<file path="src/design/sac_map.svh">
// register map, field positions and timing counts of the conversion control block
`ifndef SAC_MAP_SVH
`define SAC_MAP_SVH
`define SAC_CTRL_ADDR 8'hE8
`define SAC_CTRL_PAGE 4'h0
`define SAC_PWR_ADDR 8'hBB
`define SAC_CTRL_RESET 8'h00
`define SAC_PWR_RESET 1'b0
`define SAC_BIT_EN 7
`define SAC_BIT_BURST 6
`define SAC_BIT_DONE 5
`define SAC_BIT_BUSY 4
`define SAC_BIT_WIN 3
`define SAC_BIT_LP 7
`define SAC_CM_SW 3'h0
`define SAC_CM_T0 3'h1
`define SAC_CM_T2 3'h2
`define SAC_CM_T3 3'h3
`define SAC_CLKS_8BIT 6'd11
`define SAC_CLKS_10BIT 6'd13
`define SAC_CLKS_12BIT 6'd52
`endif

</file>
<file path="src/design/sac_pkg.sv">
// types shared by the conversion control block
package sac_pkg;
	typedef enum logic {
		SAC_ST_IDLE = 1'b0,
		SAC_ST_CONV = 1'b1
	} sac_state_e;
	typedef logic [2:0] sac_src_t;
	typedef logic [5:0] sac_len_t;
endpackage

</file>
<file path="src/design/sac_pass_timer.sv">
// counts the SAR clocks of one conversion pass
`timescale 1ns/1ps
`include "sac_map.svh"
module sac_pass_timer
	import sac_pkg::*;
#(
	parameter int LEN_W = 6
) (
	input wire logic clk_sys_i,
	input wire logic rst_n_i,
	input wire logic start_i,
	input wire logic [LEN_W-1:0] len_i,
	output logic done_o
);
	logic [LEN_W-1:0] cnt_r;
	logic [LEN_W-1:0] cnt_nxt;
	logic done_r;
	logic done_nxt;

	always_comb begin
		cnt_nxt = cnt_r;
		if (start_i) begin
			cnt_nxt = len_i;
		end else if (cnt_r != '0) begin
			cnt_nxt = cnt_r - 1'b1;
		end
		done_nxt = (cnt_r == {{(LEN_W-1){1'b0}}, 1'b1});
	end

	always_ff @(posedge clk_sys_i) begin
		if (!rst_n_i) begin
			cnt_r <= '0;
			done_r <= 1'b0;
		end else begin
			cnt_r <= cnt_nxt;
			done_r <= done_nxt;
		end
	end

	assign done_o = done_r;
endmodule

</file>
<file path="src/design/sac_conv_ctrl.sv">
// start, burst sequencing, flags and control registers of the SAR converter
`timescale 1ns/1ps
`include "sac_map.svh"
module sac_conv_ctrl
	import sac_pkg::*;
#(
	parameter int RPT_W = 7
) (
	input wire logic clk_sys_i,
	input wire logic rst_n_i,
	input wire logic [7:0] sfr_addr_i,
	input wire logic [3:0] sfr_page_i,
	input wire logic sfr_wr_i,
	input wire logic [7:0] sfr_wdata_i,
	input wire logic sfr_rd_i,
	input wire logic sfr_bit_wr_i,
	input wire logic [7:0] sfr_bit_addr_i,
	input wire logic sfr_bit_val_i,
	input wire logic timer0_ovf_i,
	input wire logic timer2_ovf_i,
	input wire logic timer3_ovf_i,
	input wire logic external_start_pin_i,
	input wire logic mode_8bit_i,
	input wire logic mode_12bit_i,
	input wire logic [RPT_W-1:0] repeat_count_i,
	input wire logic [15:0] acc_result_i,
	input wire logic [15:0] greater_than_i,
	input wire logic [15:0] less_than_i,
	output logic [7:0] sfr_rdata_o,
	output logic conv_start_o,
	output logic converting_o,
	output logic analog_power_o,
	output logic low_power_select_o,
	output logic conversion_done_flag_o,
	output logic window_hit_flag_o
);
	logic [7:0] ctrl_r;
	logic [7:0] ctrl_nxt;
	logic [7:0] ctrl_new;
	logic lp_r;
	logic lp_nxt;
	logic [7:0] rdata_r;
	logic [7:0] rdata_nxt;
	sac_state_e st_r;
	sac_state_e st_nxt;
	logic [RPT_W-1:0] left_r;
	logic [RPT_W-1:0] left_nxt;
	logic [RPT_W-1:0] acc_r;
	logic [RPT_W-1:0] acc_nxt;
	logic start_r;
	logic start_nxt;
	logic power_r;
	logic power_nxt;
	logic ext_s1_r;
	logic ext_s2_r;
	logic ext_s3_r;
	logic ext_rise;
	logic page_ok;
	logic ctrl_wr;
	logic pwr_wr;
	logic bit_wr;
	logic sw_start;
	logic trig;
	logic accept;
	logic pass_done;
	logic group_end;
	logic done_set;
	logic win_set;
	logic [RPT_W-1:0] rpt_eff;
	sac_src_t cm_nxt;
	sac_len_t pass_len;

	// pin crosses into the system clock before the edge detector sees it
	always_ff @(posedge clk_sys_i) begin
		if (!rst_n_i) begin
			ext_s1_r <= 1'b0;
			ext_s2_r <= 1'b0;
			ext_s3_r <= 1'b0;
		end else begin
			ext_s1_r <= external_start_pin_i;
			ext_s2_r <= ext_s1_r;
			ext_s3_r <= ext_s2_r;
		end
	end
	assign ext_rise = ext_s2_r && !ext_s3_r;

	assign page_ok = (sfr_page_i == `SAC_CTRL_PAGE);
	assign ctrl_wr = sfr_wr_i && page_ok && sfr_addr_i == `SAC_CTRL_ADDR;
	assign pwr_wr = sfr_wr_i && page_ok && sfr_addr_i == `SAC_PWR_ADDR;
	// bit addresses of the control register share its upper five bits
	assign bit_wr = sfr_bit_wr_i && page_ok
		&& sfr_bit_addr_i[7:3] == `SAC_CTRL_ADDR >> 3;

	// 12-bit results are four 10-bit passes, timed as one 52-clock pass
	assign pass_len = mode_12bit_i ? `SAC_CLKS_12BIT
		: (mode_8bit_i ? `SAC_CLKS_8BIT : `SAC_CLKS_10BIT);

	// without burst every conversion ends its own group
	assign rpt_eff = (!ctrl_new[`SAC_BIT_BURST] || repeat_count_i == '0)
		? {{(RPT_W-1){1'b0}}, 1'b1} : repeat_count_i;

	// software's view of the settings; kept apart from the flags so that no loop forms
	always_comb begin
		ctrl_new = ctrl_r;
		sw_start = 1'b0;
		if (ctrl_wr) begin
			ctrl_new = sfr_wdata_i;
			sw_start = sfr_wdata_i[`SAC_BIT_BUSY];
		end else if (bit_wr) begin
			ctrl_new[sfr_bit_addr_i[2:0]] = sfr_bit_val_i;
			sw_start = sfr_bit_val_i && sfr_bit_addr_i[2:0] == 3'(`SAC_BIT_BUSY);
		end
		ctrl_new[`SAC_BIT_BUSY] = 1'b0;
		cm_nxt = ctrl_new[2:0];
	end

	always_comb begin
		ctrl_nxt = ctrl_new;
		// hardware set wins over a software clear in the same cycle
		if (done_set) begin
			ctrl_nxt[`SAC_BIT_DONE] = 1'b1;
		end
		if (win_set) begin
			ctrl_nxt[`SAC_BIT_WIN] = 1'b1;
		end
		lp_nxt = pwr_wr ? sfr_wdata_i[`SAC_BIT_LP] : lp_r;
	end

	always_comb begin
		case (ctrl_r[2:0])
			`SAC_CM_SW: trig = 1'b0;
			`SAC_CM_T0: trig = timer0_ovf_i;
			`SAC_CM_T2: trig = timer2_ovf_i;
			`SAC_CM_T3: trig = timer3_ovf_i;
			default: trig = ext_rise;
		endcase
		if (sw_start && cm_nxt == `SAC_CM_SW) begin
			trig = 1'b1;
		end
	end

	// triggers during a run are dropped; so are all with enable and burst off,
	// judged on the settings as written in the same cycle
	assign accept = trig && st_r == SAC_ST_IDLE
		&& (ctrl_new[`SAC_BIT_EN] || ctrl_new[`SAC_BIT_BURST]);
	assign group_end = pass_done && (acc_r + 1'b1 >= rpt_eff);
	assign done_set = group_end;
	assign win_set = group_end && acc_result_i >= greater_than_i
		&& acc_result_i <= less_than_i;

	always_comb begin
		st_nxt = st_r;
		left_nxt = left_r;
		acc_nxt = acc_r;
		start_nxt = 1'b0;
		case (st_r)
			SAC_ST_IDLE: begin
				if (accept) begin
					st_nxt = SAC_ST_CONV;
					start_nxt = 1'b1;
					// an external edge in burst still yields a single pass
					if (ctrl_new[`SAC_BIT_BURST] && ctrl_new[2] == 1'b0) begin
						left_nxt = rpt_eff - acc_r;
					end else begin
						left_nxt = {{(RPT_W-1){1'b0}}, 1'b1};
					end
				end
			end
			SAC_ST_CONV: begin
				if (pass_done) begin
					acc_nxt = group_end ? '0 : acc_r + 1'b1;
					left_nxt = left_r - 1'b1;
					if (left_r == {{(RPT_W-1){1'b0}}, 1'b1}) begin
						st_nxt = SAC_ST_IDLE;
					end else begin
						start_nxt = 1'b1;
					end
				end
			end
			default: begin
				st_nxt = SAC_ST_IDLE;
			end
		endcase
		power_nxt = ctrl_nxt[`SAC_BIT_EN] || st_nxt == SAC_ST_CONV;
	end

	always_comb begin
		rdata_nxt = rdata_r;
		if (sfr_rd_i) begin
			rdata_nxt = 8'h00;
			if (page_ok && sfr_addr_i == `SAC_CTRL_ADDR) begin
				rdata_nxt = ctrl_r;
			end else if (page_ok && sfr_addr_i == `SAC_PWR_ADDR) begin
				rdata_nxt = {lp_r, 7'h00};
			end
		end
	end

	always_ff @(posedge clk_sys_i) begin
		if (!rst_n_i) begin
			ctrl_r <= `SAC_CTRL_RESET;
			lp_r <= `SAC_PWR_RESET;
			rdata_r <= 8'h00;
			st_r <= SAC_ST_IDLE;
			left_r <= '0;
			acc_r <= '0;
			start_r <= 1'b0;
			power_r <= 1'b0;
		end else begin
			ctrl_r <= ctrl_nxt;
			lp_r <= lp_nxt;
			rdata_r <= rdata_nxt;
			st_r <= st_nxt;
			left_r <= left_nxt;
			acc_r <= acc_nxt;
			start_r <= start_nxt;
			power_r <= power_nxt;
		end
	end

	sac_pass_timer #(
		.LEN_W(6)
	) u_timer (
		.clk_sys_i(clk_sys_i),
		.rst_n_i(rst_n_i),
		.start_i(start_r),
		.len_i(pass_len),
		.done_o(pass_done)
	);

	assign sfr_rdata_o = rdata_r;
	assign conv_start_o = start_r;
	assign converting_o = (st_r == SAC_ST_CONV);
	assign analog_power_o = power_r;
	assign low_power_select_o = lp_r;
	assign conversion_done_flag_o = ctrl_r[`SAC_BIT_DONE];
	assign window_hit_flag_o = ctrl_r[`SAC_BIT_WIN];
endmodule

</file>
<file path="config.mk">
export PLATFORM = sky130hd
export DESIGN_NAME = sac_conv_ctrl
export DESIGN_NICKNAME = d
export VERILOG_FILES = /design/src/design/sac_pkg.sv /design/src/design/sac_pass_timer.sv /design/src/design/sac_conv_ctrl.sv
export VERILOG_INCLUDE_DIRS = /design/src /design/src/design
export SDC_FILE = /design/constraint.sdc
export NUM_CORES = 1
export LEC_CHECK = 0
export ABC_AREA = 1
export BUFFER_PORTS_ARGS = -buffer_cell sky130_fd_sc_hd__buf_4
export CORE_MARGIN = 4
export CORE_UTILIZATION = 45
export DETAILED_ROUTE_END_ITERATION = 10
export GPL_ROUTABILITY_DRIVEN = 0
export GPL_TIMING_DRIVEN = 0
export PLACE_DENSITY_LB_ADDON = 0.1
export SLEW_MARGIN = 20
export SYNTH_ARGS = -nofsm -noshare
export SYNTH_HDL_FRONTEND = slang
export SYNTH_SLANG_ARGS = --single-unit
</file>
<file path="constraint.sdc">
create_clock -name clk_sys_i -period 5.3 [get_ports clk_sys_i]
set_clock_uncertainty 0.1 [all_clocks]
set_input_delay 0.53 -clock clk_sys_i [delete_from_list [all_inputs] [get_ports clk_sys_i]]
set_output_delay 0.53 -clock clk_sys_i [all_outputs]
set_load 0.02 [all_outputs]
</file>
Word level (Yosys, flattened, before mapping)
Index checks and enable logic that the tools add are counted.

$add $sub $neg: 4. Multipliers: 0. Divide/modulo/power cells: 0. $lt $le $gt $ge: 5. Eq/ne operators: 11. Shift operators: 0. Muxes and demuxes: 29. Bitwise operators: 2. Reductions and logical operators: 32.

Operators with widths (number): 7-bit two-way mux (5); 8-bit two-way mux (4); 6-bit two-way mux (3); 1-bit logical AND (17); 8-bit == test, second input constant (2); 16-bit greater-or-equal comparator (1); 16-bit <= comparator (1); 7-bit one-hot mux with 2 select lines (1); 1-bit two-way mux (10); 8-bit bitwise mux (1); 7-bit by 1-bit adder with 7-bit output, second input constant (1); 7-bit by 1-bit == test with 1-bit output, second input constant (1); 7-bit greater-or-equal comparator (1); 7-bit zero test (1); 7-bit by 1-bit subtractor with 7-bit output, second input constant (1); 7-bit subtractor (1); 3-bit by 2-bit == test with 1-bit output, second input constant (2); 6-bit by 1-bit == test with 1-bit output, second input constant (1); 3-bit zero test (2); 3-bit nonzero test (2); 6-bit nonzero test (1); 6-bit by 1-bit subtractor with 6-bit output, second input constant (1); 5-bit == test, second input constant (1); 4-bit zero test (1); other kinds (15) (21).

Register bits: 44. Bits in latches: 0. Bits in writable memories: 0. Memory bits (read-only): 0. Input port bits: 95. Output and inout port bits: 14. Logic and storage cells: 99. Memories kept: 0.

Depth between registers and ports, before layout
Word-level depth: 15. Depth in mapped cells: 22.

By module
A second synthesis with hierarchy kept.

Cell total of the unflattened synthesis: 603. Area total of the unflattened synthesis: 3932.5 µm².

By module, submodules not included: sac_conv_ctrl (instances 1, cells an instance 540, area an instance 3509.6 µm²); sac_pass_timer (instances 1, cells an instance 63, area an instance 422.9 µm²).

Least setup slack after synthesis
No wires, ideal clock.

Kind: input -> register. Start point: input sfr_addr_i[3]. End point: register acc_r[3]. Setup time: 0.132 ns. Arrival time: 2.372 ns. Required time: 5.068 ns. Path slack: 2.695 ns. Cell stages on the path: 21. Buffers on the path: 0. Cell sequence: inv_1 -> nor2_1 -> nand2_1 -> nor2_2 -> nand2_2 -> nand3_4 -> nand3_4 -> nor2_1 -> inv_1 -> ha_1 -> inv_1 -> nand2_1 -> nand2_1 -> nand2_1 -> o21ai_0 -> o21ai_1 -> nand3_2 -> nand2_2 -> nand2_2 -> nand2_1 -> a21oi_1.

Word-level cells in the longest chain between the ends: 9.

RTL lines: from (decl) (RTL line sac_conv_ctrl.sv:11) `input wire logic [7:0] sfr_addr_i,`; 8-bit == test (no source line); 1-bit logical AND (no source line); 8-bit two-way mux (RTL line sac_conv_ctrl.sv:106) `if (ctrl_wr) begin`; 1-bit zero test (RTL line sac_conv_ctrl.sv:99) `` assign rpt_eff = (!ctrl_new[`SAC_BIT_BURST] || repeat_count_i == '0) ``; 1-bit logical OR (RTL line sac_conv_ctrl.sv:99); 7-bit two-way mux (RTL line sac_conv_ctrl.sv:99); 7-bit greater-or-equal comparator (RTL line sac_conv_ctrl.sv:146) `assign group_end = pass_done && (acc_r + 1'b1 >= rpt_eff);`; 1-bit logical AND (RTL line sac_conv_ctrl.sv:146); 7-bit two-way mux (RTL line sac_conv_ctrl.sv:171) `acc_nxt = group_end ? '0 : acc_r + 1'b1;`; to (signal assigned) (RTL line sac_conv_ctrl.sv:215) `acc_r <= acc_nxt;`; to (decl) (RTL line sac_conv_ctrl.sv:48) `logic [RPT_W-1:0] acc_r;`.

Every way passes these cells. A chain may end at the register's enable or synchronous reset.

Final worst setup path
Start point: input sfr_addr_i[2]. End point: register acc_r[2].

The elaborated chain is that of the path after synthesis.

==> flow_metrics.py <==
metrics = {
    "power": {
        "p_leak_uw": 0.00251,
        "peakVddDrop_mv": 0.112,
        "seqPwrFrac": 0.428,
        "fin_total_pwr_uw": 867,
        "combPwrFrac": 0.332,
        "power.density_mw_per_mm2": 180,
        "net-switching-power_uw": 290,
        "intPower_uw": 577,
        "swShare": 0.334,
        "p_clk_frac": 0.240,
    },
    "clock_tree": {
        "insertion_delay_ns": 0.29,
        "cts_buffer_depth": 2,
        "tritoncts": "done",
        "cts_max_level": 2,
        "cts_inserted_buffers": 5,
        "post-cts-setup-buffers": 0,
        "clockRootBuffer": "clkbuf_8",
        "cts_resized": 0,
        "cts_hold_buffers": 0,
        "clkSinkCount": 42,
        "cts.clk_slew.worst_paths_ns": 0.08,
    },
    "routing": {
        "firstDrtPassIters": 4,
        "drtAntennaViolNets": 0,
        "drt-initial-drc-count": 164,
        "wl_per_cell_um": 12.1,
        "drcViolationCount": 0,
        "drt_wl_total_um": 9690,
        "vias": 4022,
        "vias_per_cell": 5.01,
    },
    "logic_synthesis": {
        "synth_area_per_cell_um2": 6.52,
        "syn-cell-area_mm2": 0.00380,
        "ys_warn_count": 0,
        "ys_types": 46,
        "ys_dominant_reg_cell": "dfxtp_1",
        "synth_edf_count": 0,
        "synth_top_area_frac": 0.221,
        "ys_seq_elements": 42,
        "synth_most_common_cell": "nand2_1",
        "synth_fp_nets": 720,
        "yosys.area.top_type": "dfxtp_1",
        "yosys-top-cells-area": "dfxtp_1 22%, ha_1 14%, nand2_1 11%",
        "async_flop_share": 0,
        "netlist_instances": 582,
        "synth_commonest_cells": "108 x nand2_1, 107 x inv_1, 56 x nor2_1",
        "seq_area_frac_synth": 0.221,
    },
    "sta": {
        "period_minus_slack_ns": 2.82,
        "rsz0062_at_grt": "no",
        "fmax_ghz": 0.354,
        "hold_viol_final": 0,
        "maxSlewViolCount": 0,
        "fin_crit_sh": 0.532,
        "maxSlewHeadroom": 0.483,
        "worst_pin_slew_ns": 0.770,
        "setup_tns_ns": 0,
        "setup_viol": 0,
    },
    "floorplanning": {
        "placementRows": 33,
        "die_h_um": 99.8,
        "dieArea_mm2": 0.00997,
        "io-pin-count": 109,
        "initial_utilization": 0.462,
        "coreArea_mm2": 0.00822,
        "die_x_um": 99.8,
    },
    "place": {
        "io_buffer_count": 107,
        "place_area_mm2": 0.00473,
        "dp_hpwl_um": 8300,
    },
    "global_routing": {
        "grt_max_degree": 15,
        "antenna_found_initial": 0,
        "grt_pass1_wl_um": 16600,
        "grt_remaining_overflow": 0,
        "grt_pass1_vias": 3843,
        "gr-usage-all-layers": 0.199,
    },
    "flow_run": {
        "maxCapViolations": 0,
    },
    "status": {
        "outcome": "completed",
    },
    "layout": {
        "drive_gt1_frac": 0.224,
        "fin_area_mm2": 0.00482,
        "syn_to_final_growth_pct": 27.0,
        "fin_util": 0.587,
        "nFillCells": 845,
        "diodes": 0,
        "num-nets-final": 834,
    },
    "setup_path": {
        "worstPathArrival_ns": 2.94,
        "critical_path_class": "input port to register",
        "worstPathRequired_ns": 5.42,
        "end_kind": "register",
        "crit_path_start_kind": "input port",
        "cp_max_fo": 6,
    },
    "hold_path": {
        "hold_path.class": "input port to register",
    },
}
==> per-stage QoR <==
step | setup slack (ns) | std cells | hold slack [ns]
after global routing | 2.21 | 802 | 0.318
final | 2.48 | 802 | 0.311
after global placement | 2.25 | 794 | 0.308
after CTS | 2.48 | 802 | 0.304
after floorplan | 2.70 | 582 | 0.290
after detailed placement | 2.17 | 794 | 0.307
==> logic make-up (layout without fill, tap and decap cells) <==
logic type	Yosys count	count (layout)	synth area share
AOI/OAI and AO/OA	110	110	0.168
xor gates and xnor gates	10	10	0.0231
adders and majority gates	43	43	0.142
buffers and inverters	119	234	0.119
DFF	42	42	0.221
muxes	1	1	0.00264
other	1	1	0.000988
and+or+nand+nor	256	256	0.323
==> final cells by class <==
cell class / count / area (um^2) / area share
clock inverter: 3 / 21.3 / 0.00441
clock buffer: 5 / 68.8 / 0.0143
buffer: 8 / 33.8 / 0.00701
sequential: 42 / 841 / 0.174
inverter: 111 / 417 / 0.0864
multi-input combinational: 421 / 2500 / 0.520
timing repair buffer: 107 / 803 / 0.167
tap: 105 / 131 / 0.0273
==> sequential cells by signal, summed over array words and instances (netlist names) <==
signal,count
acc_r,7
analog_power_o,1
conv_start_o,1
converting_o,1
ctrl_r,7
ext_s1_r,1
ext_s2_r,1
ext_s3_r,1
left_r,7
low_power_select_o,1
sfr_rdata_o,7
u_timer.cnt_r,6
u_timer.done_o,1
==> metal layers <==
metal	track usage	vias to the layer above	wire length (um)
li1	-	2124	-
met1	0.260	1780	4490
met2	0.346	106	4480
met3	0.0264	12	596
met4	0.0473	0	124
met5	0	-	0
==> path summary, 6_finish.rpt <==
check	from	cells after the start	endpoint	slack, ns
min	external_start_pin_i	3	ext_s1_r$_SDFF_PN0_	0.31
max reg2reg	ctrl_r[6]$_SDFF_PN0_	16	acc_r[2]$_SDFFE_PN0P_	2.75
max	sfr_addr_i[2]	16	acc_r[2]$_SDFFE_PN0P_	2.48
min reg2reg	ext_s1_r$_SDFF_PN0_	2	ext_s2_r$_SDFF_PN0_	0.33
==> critical path, cell delays in order <==
cell and delay [ns]:
buf_4 0.11, nor2_1 0.13, nand2_1 0.10, nor2_2 0.22
nand2_2 0.10, nand3_4 0.15, nand3_4 0.13, nor2_1 0.22
inv_1 0.07, ha_1 0.29, a31o_2 0.24, a21oi_2 0.21
nand2_2 0.10, nand2_2 0.12, nand2_1 0.07, a21oi_1 0.14
==> cell usage in the layout, fill, tap and decap left out, types with 2 or more instances in the layout <==
master    count
nand2_1     108
buf_4       108
inv_1       107
nor2_1       56
a21oi_1      55
ha_1         43
dfxtp_1      42
nand3_1      39
o21ai_0      23
nand4_1      10
nand2_2       9
nor3_1        8
xor2_1        7
clkbuf_1      6
o211ai_1      6
nor2_2        5
nor2_4        5
a21oi_2       5
clkbuf_8      5
nor4_1        4
o21ai_1       4
inv_2         3
nand3_4       3
xnor2_1       3
o221ai_1      3
nand3_2       2
or2_2         2
a31oi_1       2
nand3b_1      2
a211oi_1      2
==> power groups by stage <==
| stage | combinational (uW) | clock [uW] | sequential, uW |
|---|---|---|---|
| 5_1_grt | 329 | 230 | 375 |
| 4_1_cts | 290 | 215 | 370 |
| 3_3_place_gp | 278 | 0 | 377 |
| 6_report | 288 | 209 | 371 |
| 3_5_place_dp | 288 | 0 | 378 |
| 2_1_floorplan | 177 | 0 | 377 |
(Power assumes the default switching activity.)
